==> config.mk <==
export PLATFORM = sky130hd
export DESIGN_NAME = host_cpu_bus_interface
export DESIGN_NICKNAME = d
export VERILOG_FILES = /design/src/logic/host_bus_pkg.sv /design/src/logic/strobe_if.sv /design/src/logic/host_cpu_bus_interface.sv /design/src/logic/strobe_filter.sv /design/src/logic/strap_capture.sv
export VERILOG_INCLUDE_DIRS = /design/src /design/src/logic
export SDC_FILE = /design/constraint.sdc
export NUM_CORES = 1
export LEC_CHECK = 0
export BUFFER_PORTS_ARGS = -buffer_cell sky130_fd_sc_hd__buf_2
export CORE_MARGIN = 2
export CORE_UTILIZATION = 30
export DETAILED_ROUTE_END_ITERATION = 7
export GPL_TIMING_DRIVEN = 0
export PLACE_DENSITY_LB_ADDON = 0.2
export SLEW_MARGIN = 0
export SYNTH_ARGS = -nofsm -noshare
export SYNTH_HDL_FRONTEND = slang
export SYNTH_SLANG_ARGS = --single-unit
==> constraint.sdc <==
create_clock -name clock -period 2.55 [get_ports clock]
set_clock_uncertainty 0.1 [all_clocks]
set_input_delay 0 -clock clock [delete_from_list [all_inputs] [get_ports clock]]
set_output_delay 0 -clock clock [all_outputs]
set_load 0.01 [all_outputs]
==> src/logic/host_bus_map.svh <==
// Constants of the parallel host port: strobe sampling counts and pin levels.
// Assumes inclusion by the package and the modules of the host port.
`ifndef HOST_BUS_MAP_SVH
`define HOST_BUS_MAP_SVH

// Samples a strobe must stay low before it counts, per timing mode.
`define STROBE_SAMPLES_FAST 2'h1
`define STROBE_SAMPLES_NORMAL 2'h2

// Pin levels.
`define DIR_LEVEL_WRITE 1'b0
`define MUX_SELECT_LEVEL 1'b0
`define FAST_TIMING_LEVEL 1'b0

// Reset values.
`define ADDR_RESET 3'h0
`define DATA_RESET 8'h00

`endif

==> src/logic/host_bus_pkg.sv <==
// Types of the parallel host port: access states, strobe style and state records.
// Assumes the constants header is on the include path.
`include "host_bus_map.svh"

package host_bus_pkg;

  typedef enum logic [3:0] {
    ST_IDLE = 4'h1,
    ST_WR_PEND = 4'h2,
    ST_READ = 4'h4,
    ST_DS_WRITE = 4'h8
  } access_e;

  typedef enum logic {
    STYLE_SEPARATE = 1'b0,
    STYLE_DIRECTION = 1'b1
  } bus_style_e;

  typedef struct packed {
    logic [1:0] cnt;
    logic active;
    logic start;
    logic done;
  } filter_s;

  typedef struct packed {
    logic armed;
    logic mux_mode;
    logic fast_timing;
  } strap_s;

  typedef struct packed {
    access_e state;
    bus_style_e style;
    logic [2:0] addr_latch;
    logic [2:0] access_addr;
    logic [7:0] wdata;
    logic [7:0] rdata;
    logic data_oe_n;
    logic rd_capture;
    logic reg_rd;
    logic reg_wr;
    logic [2:0] reg_addr;
    logic [7:0] reg_wdata;
    logic irq_n;
    logic dev_reset_n;
  } port_s;

endpackage : host_bus_pkg

==> src/logic/strobe_if.sv <==
// Qualified strobe status passed from a strobe filter to the port logic.
// Assumes one instance per filtered strobe.
`timescale 1ns/1ps

interface strobe_if;
  logic active;
  logic start;
  logic done;

  modport src (output active, output start, output done);
  modport dst (input active, input start, input done);
endinterface : strobe_if

==> src/logic/host_cpu_bus_interface.sv <==
// Parallel host port of the network controller: decodes host bus cycles
// into register read and write requests, and drives read data and interrupt.
// Assumes all pins synchronous to clock; register file sits on the user side.
`timescale 1ns/1ps

module host_cpu_bus_interface
  import host_bus_pkg::*;
(
  // Clock and reset
  input wire logic clock,
  input wire logic resetn,
  // Host address and control pins
  input wire logic addr_lsb_or_mux_select,
  input wire logic addr_middle_bit,
  input wire logic addr_msb_or_latch_strobe,
  input wire logic chip_select_n,
  input wire logic write_strobe_or_direction,
  input wire logic read_strobe_or_data_strobe,
  input wire logic hw_reset_n,
  input wire logic bus_timing_select,
  // Host data pins, shared_addr_data_low is bits 2:0, data_upper_lines bits 7:3
  input wire logic [7:0] data_in,
  output logic [7:0] data_out,
  output logic data_oe_n,
  // Host interrupt pin
  output logic irq_out_n,
  // Register side
  output logic [2:0] reg_addr,
  output logic [7:0] reg_wdata,
  output logic reg_wr,
  output logic reg_rd,
  input wire logic [7:0] reg_rdata,
  input wire logic irq_pending,
  // Status
  output logic dev_reset_n,
  output logic style_direction,
  output logic mux_mode,
  output logic fast_timing
);

  // ****************************************************************
  // Strap capture and strobe qualification
  // ****************************************************************

  strobe_if rd_strb ();
  strobe_if wr_strb ();

  strap_capture u_strap (
    .clock (clock),
    .resetn (resetn),
    .hw_reset_n (hw_reset_n),
    .mux_select_pin (addr_lsb_or_mux_select),
    .timing_pin (bus_timing_select),
    .mux_mode (mux_mode),
    .fast_timing (fast_timing)
  );

  strobe_filter #(.CNT_W(2)) u_rd_filter (
    .clock (clock),
    .resetn (resetn),
    .strobe_n (read_strobe_or_data_strobe),
    .select_n (chip_select_n),
    .fast (fast_timing),
    .out (rd_strb)
  );

  // In direction style this filter reports a selected, low direction line.
  strobe_filter #(.CNT_W(2)) u_wr_filter (
    .clock (clock),
    .resetn (resetn),
    .strobe_n (write_strobe_or_direction),
    .select_n (chip_select_n),
    .fast (fast_timing),
    .out (wr_strb)
  );

  // ****************************************************************
  // Access state machine
  // ****************************************************************

  port_s st_reg;
  port_s st_next;
  logic [2:0] cur_addr;
  logic wr_low;

  localparam port_s PORT_RESET = '{
    state: ST_IDLE,
    style: STYLE_SEPARATE,
    addr_latch: `ADDR_RESET,
    access_addr: `ADDR_RESET,
    wdata: `DATA_RESET,
    rdata: `DATA_RESET,
    data_oe_n: 1'b1,
    rd_capture: 1'b0,
    reg_rd: 1'b0,
    reg_wr: 1'b0,
    reg_addr: `ADDR_RESET,
    reg_wdata: `DATA_RESET,
    irq_n: 1'b1,
    dev_reset_n: 1'b0
  };

  // ****************************************************************
  // Cycle decode
  // ****************************************************************

  logic latch_open;
  logic rd_go;
  logic ds_write_go;
  logic sep_write_go;
  logic wr_gone;

  always_comb
  begin
    latch_open = mux_mode && addr_msb_or_latch_strobe;
    cur_addr = mux_mode ? st_reg.addr_latch
      : {addr_msb_or_latch_strobe, addr_middle_bit, addr_lsb_or_mux_select};

    // A low direction line counts only once its filter has qualified it.
    wr_low = wr_strb.active && (write_strobe_or_direction == `DIR_LEVEL_WRITE);
    rd_go = rd_strb.active && !wr_low;
    ds_write_go = rd_strb.active && wr_low;

    // Once direction style is known, a low direction line alone is no write.
    sep_write_go = wr_low && (st_reg.style == STYLE_SEPARATE);

    // The raw pin ends a write at once; the filter only delays its start.
    wr_gone = !wr_low;
  end

  // ****************************************************************
  // Next state
  // ****************************************************************

  always_comb
  begin
    st_next = st_reg;
    st_next.reg_rd = 1'b0;
    st_next.reg_wr = 1'b0;
    st_next.rd_capture = 1'b0;
    st_next.dev_reset_n = 1'b1;
    st_next.irq_n = !irq_pending;

    // The multiplexed address is caught while the latch strobe is high and held after.
    if (latch_open)
    begin
      st_next.addr_latch = data_in[2:0];
    end

    case (st_reg.state)
      ST_IDLE:
      begin
        st_next.data_oe_n = 1'b1;
        if (rd_go)
        begin
          // Read: separate read strobe or data strobe with direction high.
          st_next.state = ST_READ;
          st_next.reg_rd = 1'b1;
          st_next.reg_addr = cur_addr;
          st_next.rd_capture = 1'b1;
        end
        else if (ds_write_go)
        begin
          // Both strobe pins low never happens with separate strobes.
          st_next.style = STYLE_DIRECTION;
          st_next.state = ST_DS_WRITE;
          st_next.access_addr = cur_addr;
          st_next.wdata = data_in;
        end
        else if (sep_write_go)
        begin
          st_next.state = ST_WR_PEND;
          st_next.access_addr = cur_addr;
          st_next.wdata = data_in;
        end
      end
      ST_WR_PEND:
      begin
        if (rd_strb.active)
        begin
          // A data strobe arrived under a low direction line.
          st_next.style = STYLE_DIRECTION;
          st_next.state = ST_DS_WRITE;
          st_next.wdata = data_in;
        end
        else if (wr_gone)
        begin
          // Write strobe ended with the read strobe idle throughout.
          st_next.style = STYLE_SEPARATE;
          st_next.state = ST_IDLE;
          st_next.reg_wr = 1'b1;
          st_next.reg_addr = st_reg.access_addr;
          st_next.reg_wdata = st_reg.wdata;
        end
        else
        begin
          st_next.wdata = data_in;
        end
      end
      ST_DS_WRITE:
      begin
        if (!rd_strb.active)
        begin
          st_next.state = ST_IDLE;
          st_next.reg_wr = 1'b1;
          st_next.reg_addr = st_reg.access_addr;
          st_next.reg_wdata = st_reg.wdata;
        end
        else
        begin
          st_next.wdata = data_in;
        end
      end
      ST_READ:
      begin
        if (st_reg.rd_capture)
        begin
          st_next.rdata = reg_rdata;
          st_next.data_oe_n = 1'b0;
        end
        if (!rd_strb.active)
        begin
          // Strobe or chip select released: let go of the data lines.
          st_next.state = ST_IDLE;
          st_next.data_oe_n = 1'b1;
        end
      end
      default:
      begin
        st_next = PORT_RESET;
      end
    endcase

    if (!hw_reset_n)
    begin
      st_next = PORT_RESET;
    end
  end

  always_ff @(posedge clock or negedge resetn)
  begin
    if (!resetn)
    begin
      st_reg <= PORT_RESET;
    end
    else
    begin
      st_reg <= st_next;
    end
  end

  // ****************************************************************
  // Outputs
  // ****************************************************************

  // Host pins.
  assign data_out = st_reg.rdata;
  assign data_oe_n = st_reg.data_oe_n;
  assign irq_out_n = st_reg.irq_n;

  // Register side.
  assign reg_addr = st_reg.reg_addr;
  assign reg_wdata = st_reg.reg_wdata;
  assign reg_wr = st_reg.reg_wr;
  assign reg_rd = st_reg.reg_rd;

  // Status, each bit taken straight from its flip-flop.
  assign dev_reset_n = st_reg.dev_reset_n;
  assign style_direction = st_reg.style;

endmodule : host_cpu_bus_interface

==> src/logic/strobe_filter.sv <==
// Qualifies one active-low strobe with chip select and a minimum low time.
// Assumes inputs synchronous to clock.
`timescale 1ns/1ps

module strobe_filter
  import host_bus_pkg::*;
#(
  parameter int CNT_W = 2
)
(
  // Clock and reset
  input wire logic clock,
  input wire logic resetn,
  // Pins
  input wire logic strobe_n,
  input wire logic select_n,
  input wire logic fast,
  // Result
  strobe_if.src out
);

  filter_s st_reg;
  filter_s st_next;
  logic [CNT_W-1:0] need;

  always_comb
  begin
    need = fast ? CNT_W'(`STROBE_SAMPLES_FAST) : CNT_W'(`STROBE_SAMPLES_NORMAL);
    st_next = st_reg;
    if (!strobe_n && !select_n)
    begin
      if (st_reg.cnt != need)
      begin
        st_next.cnt = st_reg.cnt + 2'h1;
      end
    end
    else
    begin
      st_next.cnt = 2'h0;
    end
    st_next.active = (st_next.cnt == need);
    st_next.start = st_next.active && !st_reg.active;
    st_next.done = !st_next.active && st_reg.active;
  end

  always_ff @(posedge clock or negedge resetn)
  begin
    if (!resetn)
    begin
      st_reg <= '0;
    end
    else
    begin
      st_reg <= st_next;
    end
  end

  assign out.active = st_reg.active;
  assign out.start = st_reg.start;
  assign out.done = st_reg.done;

endmodule : strobe_filter

==> src/logic/strap_capture.sv <==
// Captures the bus mode and timing straps while the hardware reset is low
// and in the first cycle after the internal reset releases.
// Assumes straps are stable around reset.
`timescale 1ns/1ps

module strap_capture
  import host_bus_pkg::*;
(
  // Clock and reset
  input wire logic clock,
  input wire logic resetn,
  // Straps
  input wire logic hw_reset_n,
  input wire logic mux_select_pin,
  input wire logic timing_pin,
  // Captured modes
  output logic mux_mode,
  output logic fast_timing
);

  strap_s st_reg;
  strap_s st_next;

  always_comb
  begin
    st_next = st_reg;
    st_next.armed = 1'b0;
    if (st_reg.armed || !hw_reset_n)
    begin
      st_next.mux_mode = (mux_select_pin == `MUX_SELECT_LEVEL);
      st_next.fast_timing = (timing_pin == `FAST_TIMING_LEVEL)
        && (mux_select_pin != `MUX_SELECT_LEVEL);
    end
  end

  always_ff @(posedge clock or negedge resetn)
  begin
    if (!resetn)
    begin
      st_reg <= '{armed: 1'b1, mux_mode: 1'b0, fast_timing: 1'b0};
    end
    else
    begin
      st_reg <= st_next;
    end
  end

  assign mux_mode = st_reg.mux_mode;
  assign fast_timing = st_reg.fast_timing;

endmodule : strap_capture

Word-level counts from Yosys, hierarchy flattened
Cells that the tools add are included.
{"block": "classes", "add_sub_neg": 2, "eq_ne": 29, "n_mux": 41, "bitwise": 4, "reduce_logical": 29}
{"op": "$mux W44", "n": 1}
{"op": "$mux W12", "n": 3}
{"op": "$mux W11", "n": 3}
{"op": "$pmux W8 S4", "n": 1}
{"op": "$mux W8", "n": 3}
{"op": "$ne A3 B3 Y1 const B", "n": 8}
{"op": "$pmux W8 S3", "n": 1}
{"op": "$mux W2", "n": 8}
{"op": "$mux W4", "n": 4}
{"op": "$pmux W8 S2", "n": 1}
{"op": "$mux W3", "n": 4}
{"op": "$ne A2 B2 Y1 const B", "n": 6}
{"op": "$pmux W3 S4", "n": 1}
{"op": "$pmux W4 S3", "n": 1}
{"op": "$mux W5", "n": 2}
{"op": "$reduce_and A5 Y1", "n": 2}
{"op": "$mux W9", "n": 1}
{"op": "$logic_and A1 B1 Y1", "n": 8}
{"op": "$ne A4 B3 Y1 const B", "n": 2}
{"op": "$ne A4 B4 Y1 const B", "n": 2}
{"op": "$reduce_and A4 Y1", "n": 2}
{"op": "$logic_not A1 Y1", "n": 6}
{"op": "$ne A3 B2 Y1 const B", "n": 2}
{"op": "$pmux W3 S2", "n": 1}
{"op": "other kinds (18)", "n": 32}
{"block": "word_totals", "reg_bits": 53, "input_bits": 27, "output_inout_bits": 27, "wordCells": 126}

Logic depth before layout (Yosys ltp)
{"block": "depth", "word_depth": 8, "ltp_mapped": 7, "depth_no_buf": 5}

Modules after synthesis
Synthesis repeated with hierarchy kept, for this count alone.
{"block": "hier_totals", "cells_unflattened": 278, "hier_area_um2": 2776.4}
{"module": "host_cpu_bus_interface", "instances": 1, "cells_each": 233, "area_per_inst_um2": 2243.4, "seq_area_each_um2": 1079.8}
{"module": "strobe_filter", "instances": 2, "cells_each": 18, "area_per_inst_um2": 202.7, "seq_area_each_um2": 125.1}
{"module": "strap_capture", "instances": 1, "cells_each": 9, "area_per_inst_um2": 127.6, "seq_area_each_um2": 76.3}

Worst setup path after synthesis
Ideal clock, no wire load.
{"block": "synth_timing", "kind": "register to register", "startpoint": "reg st_reg[40] in the netlist's numbering", "endpoint": "reg st_reg[33] in the netlist's numbering", "t_arrival_ps": 1699, "required_time_ps": 2325, "path_slack_ps": 627, "path_stages_with_launch": 7, "path_buffers": 1, "period_less_slack_ps": 1923, "cell_sequence": "dfstp_2 > buf_2 > nor2b_1 > nand2_1 > o21a_1 > nand2_1 > mux2_2"}
{"block": "synth_between", "elab_chain_len": 4, "word_cells_on_any_way": 11}
{"item": "start: declaration", "line": "host_cpu_bus_interface.sv:81", "rtl": "port_s st_reg;"}
{"item": "start signal: assignment", "line": "host_cpu_bus_interface.sv:248", "rtl": "st_reg <= st_next;"}
{"item": "$eq A4 B3 Y1 (tied with other cells)", "line": "host_cpu_bus_interface.sv:150", "rtl": "case (st_reg.state)"}
{"item": "$reduce_or A3 Y1 (no source line)"}
{"item": "$pmux W3 S2 or $ne A2 B2 Y1 (tied branches)"}
{"item": "$mux W44 or $reduce_and A3 Y1 (tied branches)"}
Parallel ways exist; a longest one is shown, timed or not.
A chain may end at the register's enable or synchronous reset.

Final worst setup path
{"block": "layout_timing", "startpoint": "reg st_reg[42] in the netlist's numbering", "endpoint": "reg st_reg[32] in the netlist's numbering"}
{"block": "layout_between", "elab_chain_len": 3, "word_cells_on_any_way": 12}
{"item": "$eq A4 B2 Y1 (tied with other cells)", "line": "host_cpu_bus_interface.sv:150"}
{"item": "$ne A4 B3 Y1 (no source line) (tied with other cells)"}
{"item": "$reduce_and A5 Y1 (no source line) or $mux W44 (tied branches)"}
Parallel ways exist; a longest one is shown, timed or not.

==> qor.yml <==
setup_viol: 0
largest_register_ffs: 19
fp.dieH_um: 96.69
h-tree-depth: 2
numClockSinks: 52
instances_no_fill: 443
grt_pass1_wl_mm: 10.07
fmax_ghz: 0.4558
port_buffers: 52
grt_overflow: 0
wire_per_inst_um: 12.95
io-pin-count: 54
p_comb_share_pct: 18.6
cts_root_buf: "clkbuf_8"
p_sw_share_pct: 28.23
outcome: "finished clean"
synth_nets: 279
worst_setup_path_end_kind: "flop"
synthArstFlopShare_pct: 100.0
worstPathMaxFanout: 10
min_path_type: "in -> reg"
mostFrequentLayoutCells: "55 x buf_2, 48 x dfrtp_1, 26 x dlygate4sd3_1, 21 x nand2_1, 19 x buf_4"
via_per_inst: 4.623
drv_cap: 0
num_rows: 33
drt_wl_total_mm: 5.739
gp_congestion: 0.8621
synth_top_area_cell: "dfrtp_1"
synth_top_flop_cell: "dfrtp_1"
numCtsBuffers: 5
vias: 2048
p_sw_w: 0.0004899
syn_inst: 252
dp_cells: 409
ys_types: 41
core-area_um2: 8258
yosys-top-cells-area: "dfrtp_1 47%, a22o_1 5.8%, buf_4 5.5%"
antenna_cells: 0
cp.arrival_ns: 2.33
grt_pass1_vias: 2048
slew_violations: 0
critical_path_class: "reg -> reg"
layout_commonest_cell: "buf_2"
drive_above_1_share_pct: 28.11
avgSynthCellArea_um2: 10.23
clkPwrFrac_pct: 29.3
layout_setup_ws_ns: 0.3560
final_nets: 364
ir_drop_mv: 0.2061
drtPass1Iterations: 4
p_int_w: 0.001245
synth-seq-cells: 52
seqPwrFrac_pct: 52.1
clock_latency_ns: 0.31
clk_pin_slew_ns: 0.10
relSlewSlack_pct: 23.19
areaGrowthSynthToFinish_pct: 29.08
num-fill-cells: 840
power.density_nw_per_um2: 521.6
yosysWarningCount: 0
synth_edf_count: 0
die_area_um2: 9349
worst_slew_pin_slew_ns: 1.152
synth_top_area_share_pct: 46.60
initial_core_util_pct: 31.21
pre_cts_ws_ns: 0.3683
dp_hpwl_mm: 4.013
drt_iter0_markers: 56
clockBufferDepth: 2
drcViolationCount: 0
die_w_um: 96.69
ant_nets: 0
track_usage_pct: 13.13
cts_resized: 0
fin_crit_sh_pct: 86.04
period_needed_ns: 2.194
cp.required_ns: 2.69
seq_area_frac_synth_pct: 50.68
grt_max_degree: 53
tns_ns: 0
antenna_found_initial: 0
rsz0062_at_grt: "false"
hold_viol_final: 0
syn-cell-area_um2: 2577
cts_tree: "done"
leakage_nw: 1.642
startpoint_type: "flop"
==> repair_timing <==
item                      CTS  global route
hold buffers               26             0
hold endpoints to repair   78             0
setup buffers               0             0
==> critical path, stage by stage (launching register included) <==
cell	delay (ns)
dfrtp_1	0.38
buf_6	0.13
nand2b_4	0.14
a211o_1	0.36
nor3_4	0.45
nand2b_1	0.19
buf_6	0.16
mux2i_1	0.20
==> power groups by stage <==
stage	Sequential, W	Combinational [W]	Clock [W]
2_1_floorplan	0.000919	0.000194	0
3_3_place_gp	0.000920	0.000295	0
3_5_place_dp	0.000920	0.000297	0
4_1_cts	0.000904	0.000329	0.000527
5_1_grt	0.000911	0.000366	0.000560
6_report	0.000904	0.000323	0.000508
==> cells in the mapped netlist (all sizes together) (2+ instances only) <==
master	number
nand2b	9
nor3	11
nor2	14
nand2	21
dfrtp	48
nand3	6
nor2b	9
o21ai	13
xor2	3
inv	16
a22o	17
buf	24
o21bai	2
maj3	2
clkbuf	3
o21a	2
a31oi	4
nor3b	2
a211oi	2
a21oi	10
mux2	5
dfstp	4
mux2i	13
==> final timing paths <==
check                                start                    end  slack [ns]  cells after the start
max                             st_reg[42]             st_reg[32]        0.36                      7
min                        addr_middle_bit             st_reg[34]        0.05                      4
max reg2reg                     st_reg[42]             st_reg[32]        0.36                      7
max in group asynchronous           resetn  u_rd_filter.st_reg[3]        1.29                      2
min reg2reg                     st_reg[25]           reg_wdata[0]        0.41                      1
min in group asynchronous           resetn            reg_addr[1]        0.36                      2
==> layer usage <==
layer / vias up / track usage [%] / part of all wire [%]
met5: - / 0 / 0
met1: 964 / 18.55 / 51
li1: 1023 / - / -
met2: 55 / 20.30 / 43
met3: 6 / 3.251 / 4.9
met4: 0 / 3.250 / 0.96
==> final cells by class <==
type                       instances  area [um2]  area share, %
buffer                            27       191.4          5.754
clock buffer                       6       82.58          2.482
clock inverter                     2       15.01         0.4513
inverter                          16       60.06          1.805
multi-input combinational        157        1020          30.65
sequential                        52        1306          39.26
tap                              105       131.4          3.949
timing repair buffer              78       520.5          15.64
==> kinds of logic (layout without fill, tap and decap cells) <==
group / count (synthesis) / after routing / share of synthesized area, %
simple gates: 76 / 76 / 15.24
compound gates: 57 / 57 / 15.15
flops: 52 / 52 / 50.68
buf+inv: 43 / 129 / 9.757
mux: 18 / 18 / 7.233
xor+xnor: 3 / 3 / 1.020
fa+ha+maj: 2 / 2 / 0.7767
other cells: 1 / 1 / 0.1455
==> stage by stage <==
stage	total power, W	instance area, um2	util (%)	hold slack (ns)
after floorplan	0.001113	2577	-	-0.3956
after global placement	0.001215	2969	35.95	0.02327
after detailed placement	0.001217	2969	35.95	0.02727
after CTS	0.001760	3327	40.29	0.04360
after global routing	0.001837	3327	40.29	0.1542
final	0.001735	3327	40.29	0.05100
Note: power is estimated with default switching activity, not from simulation.
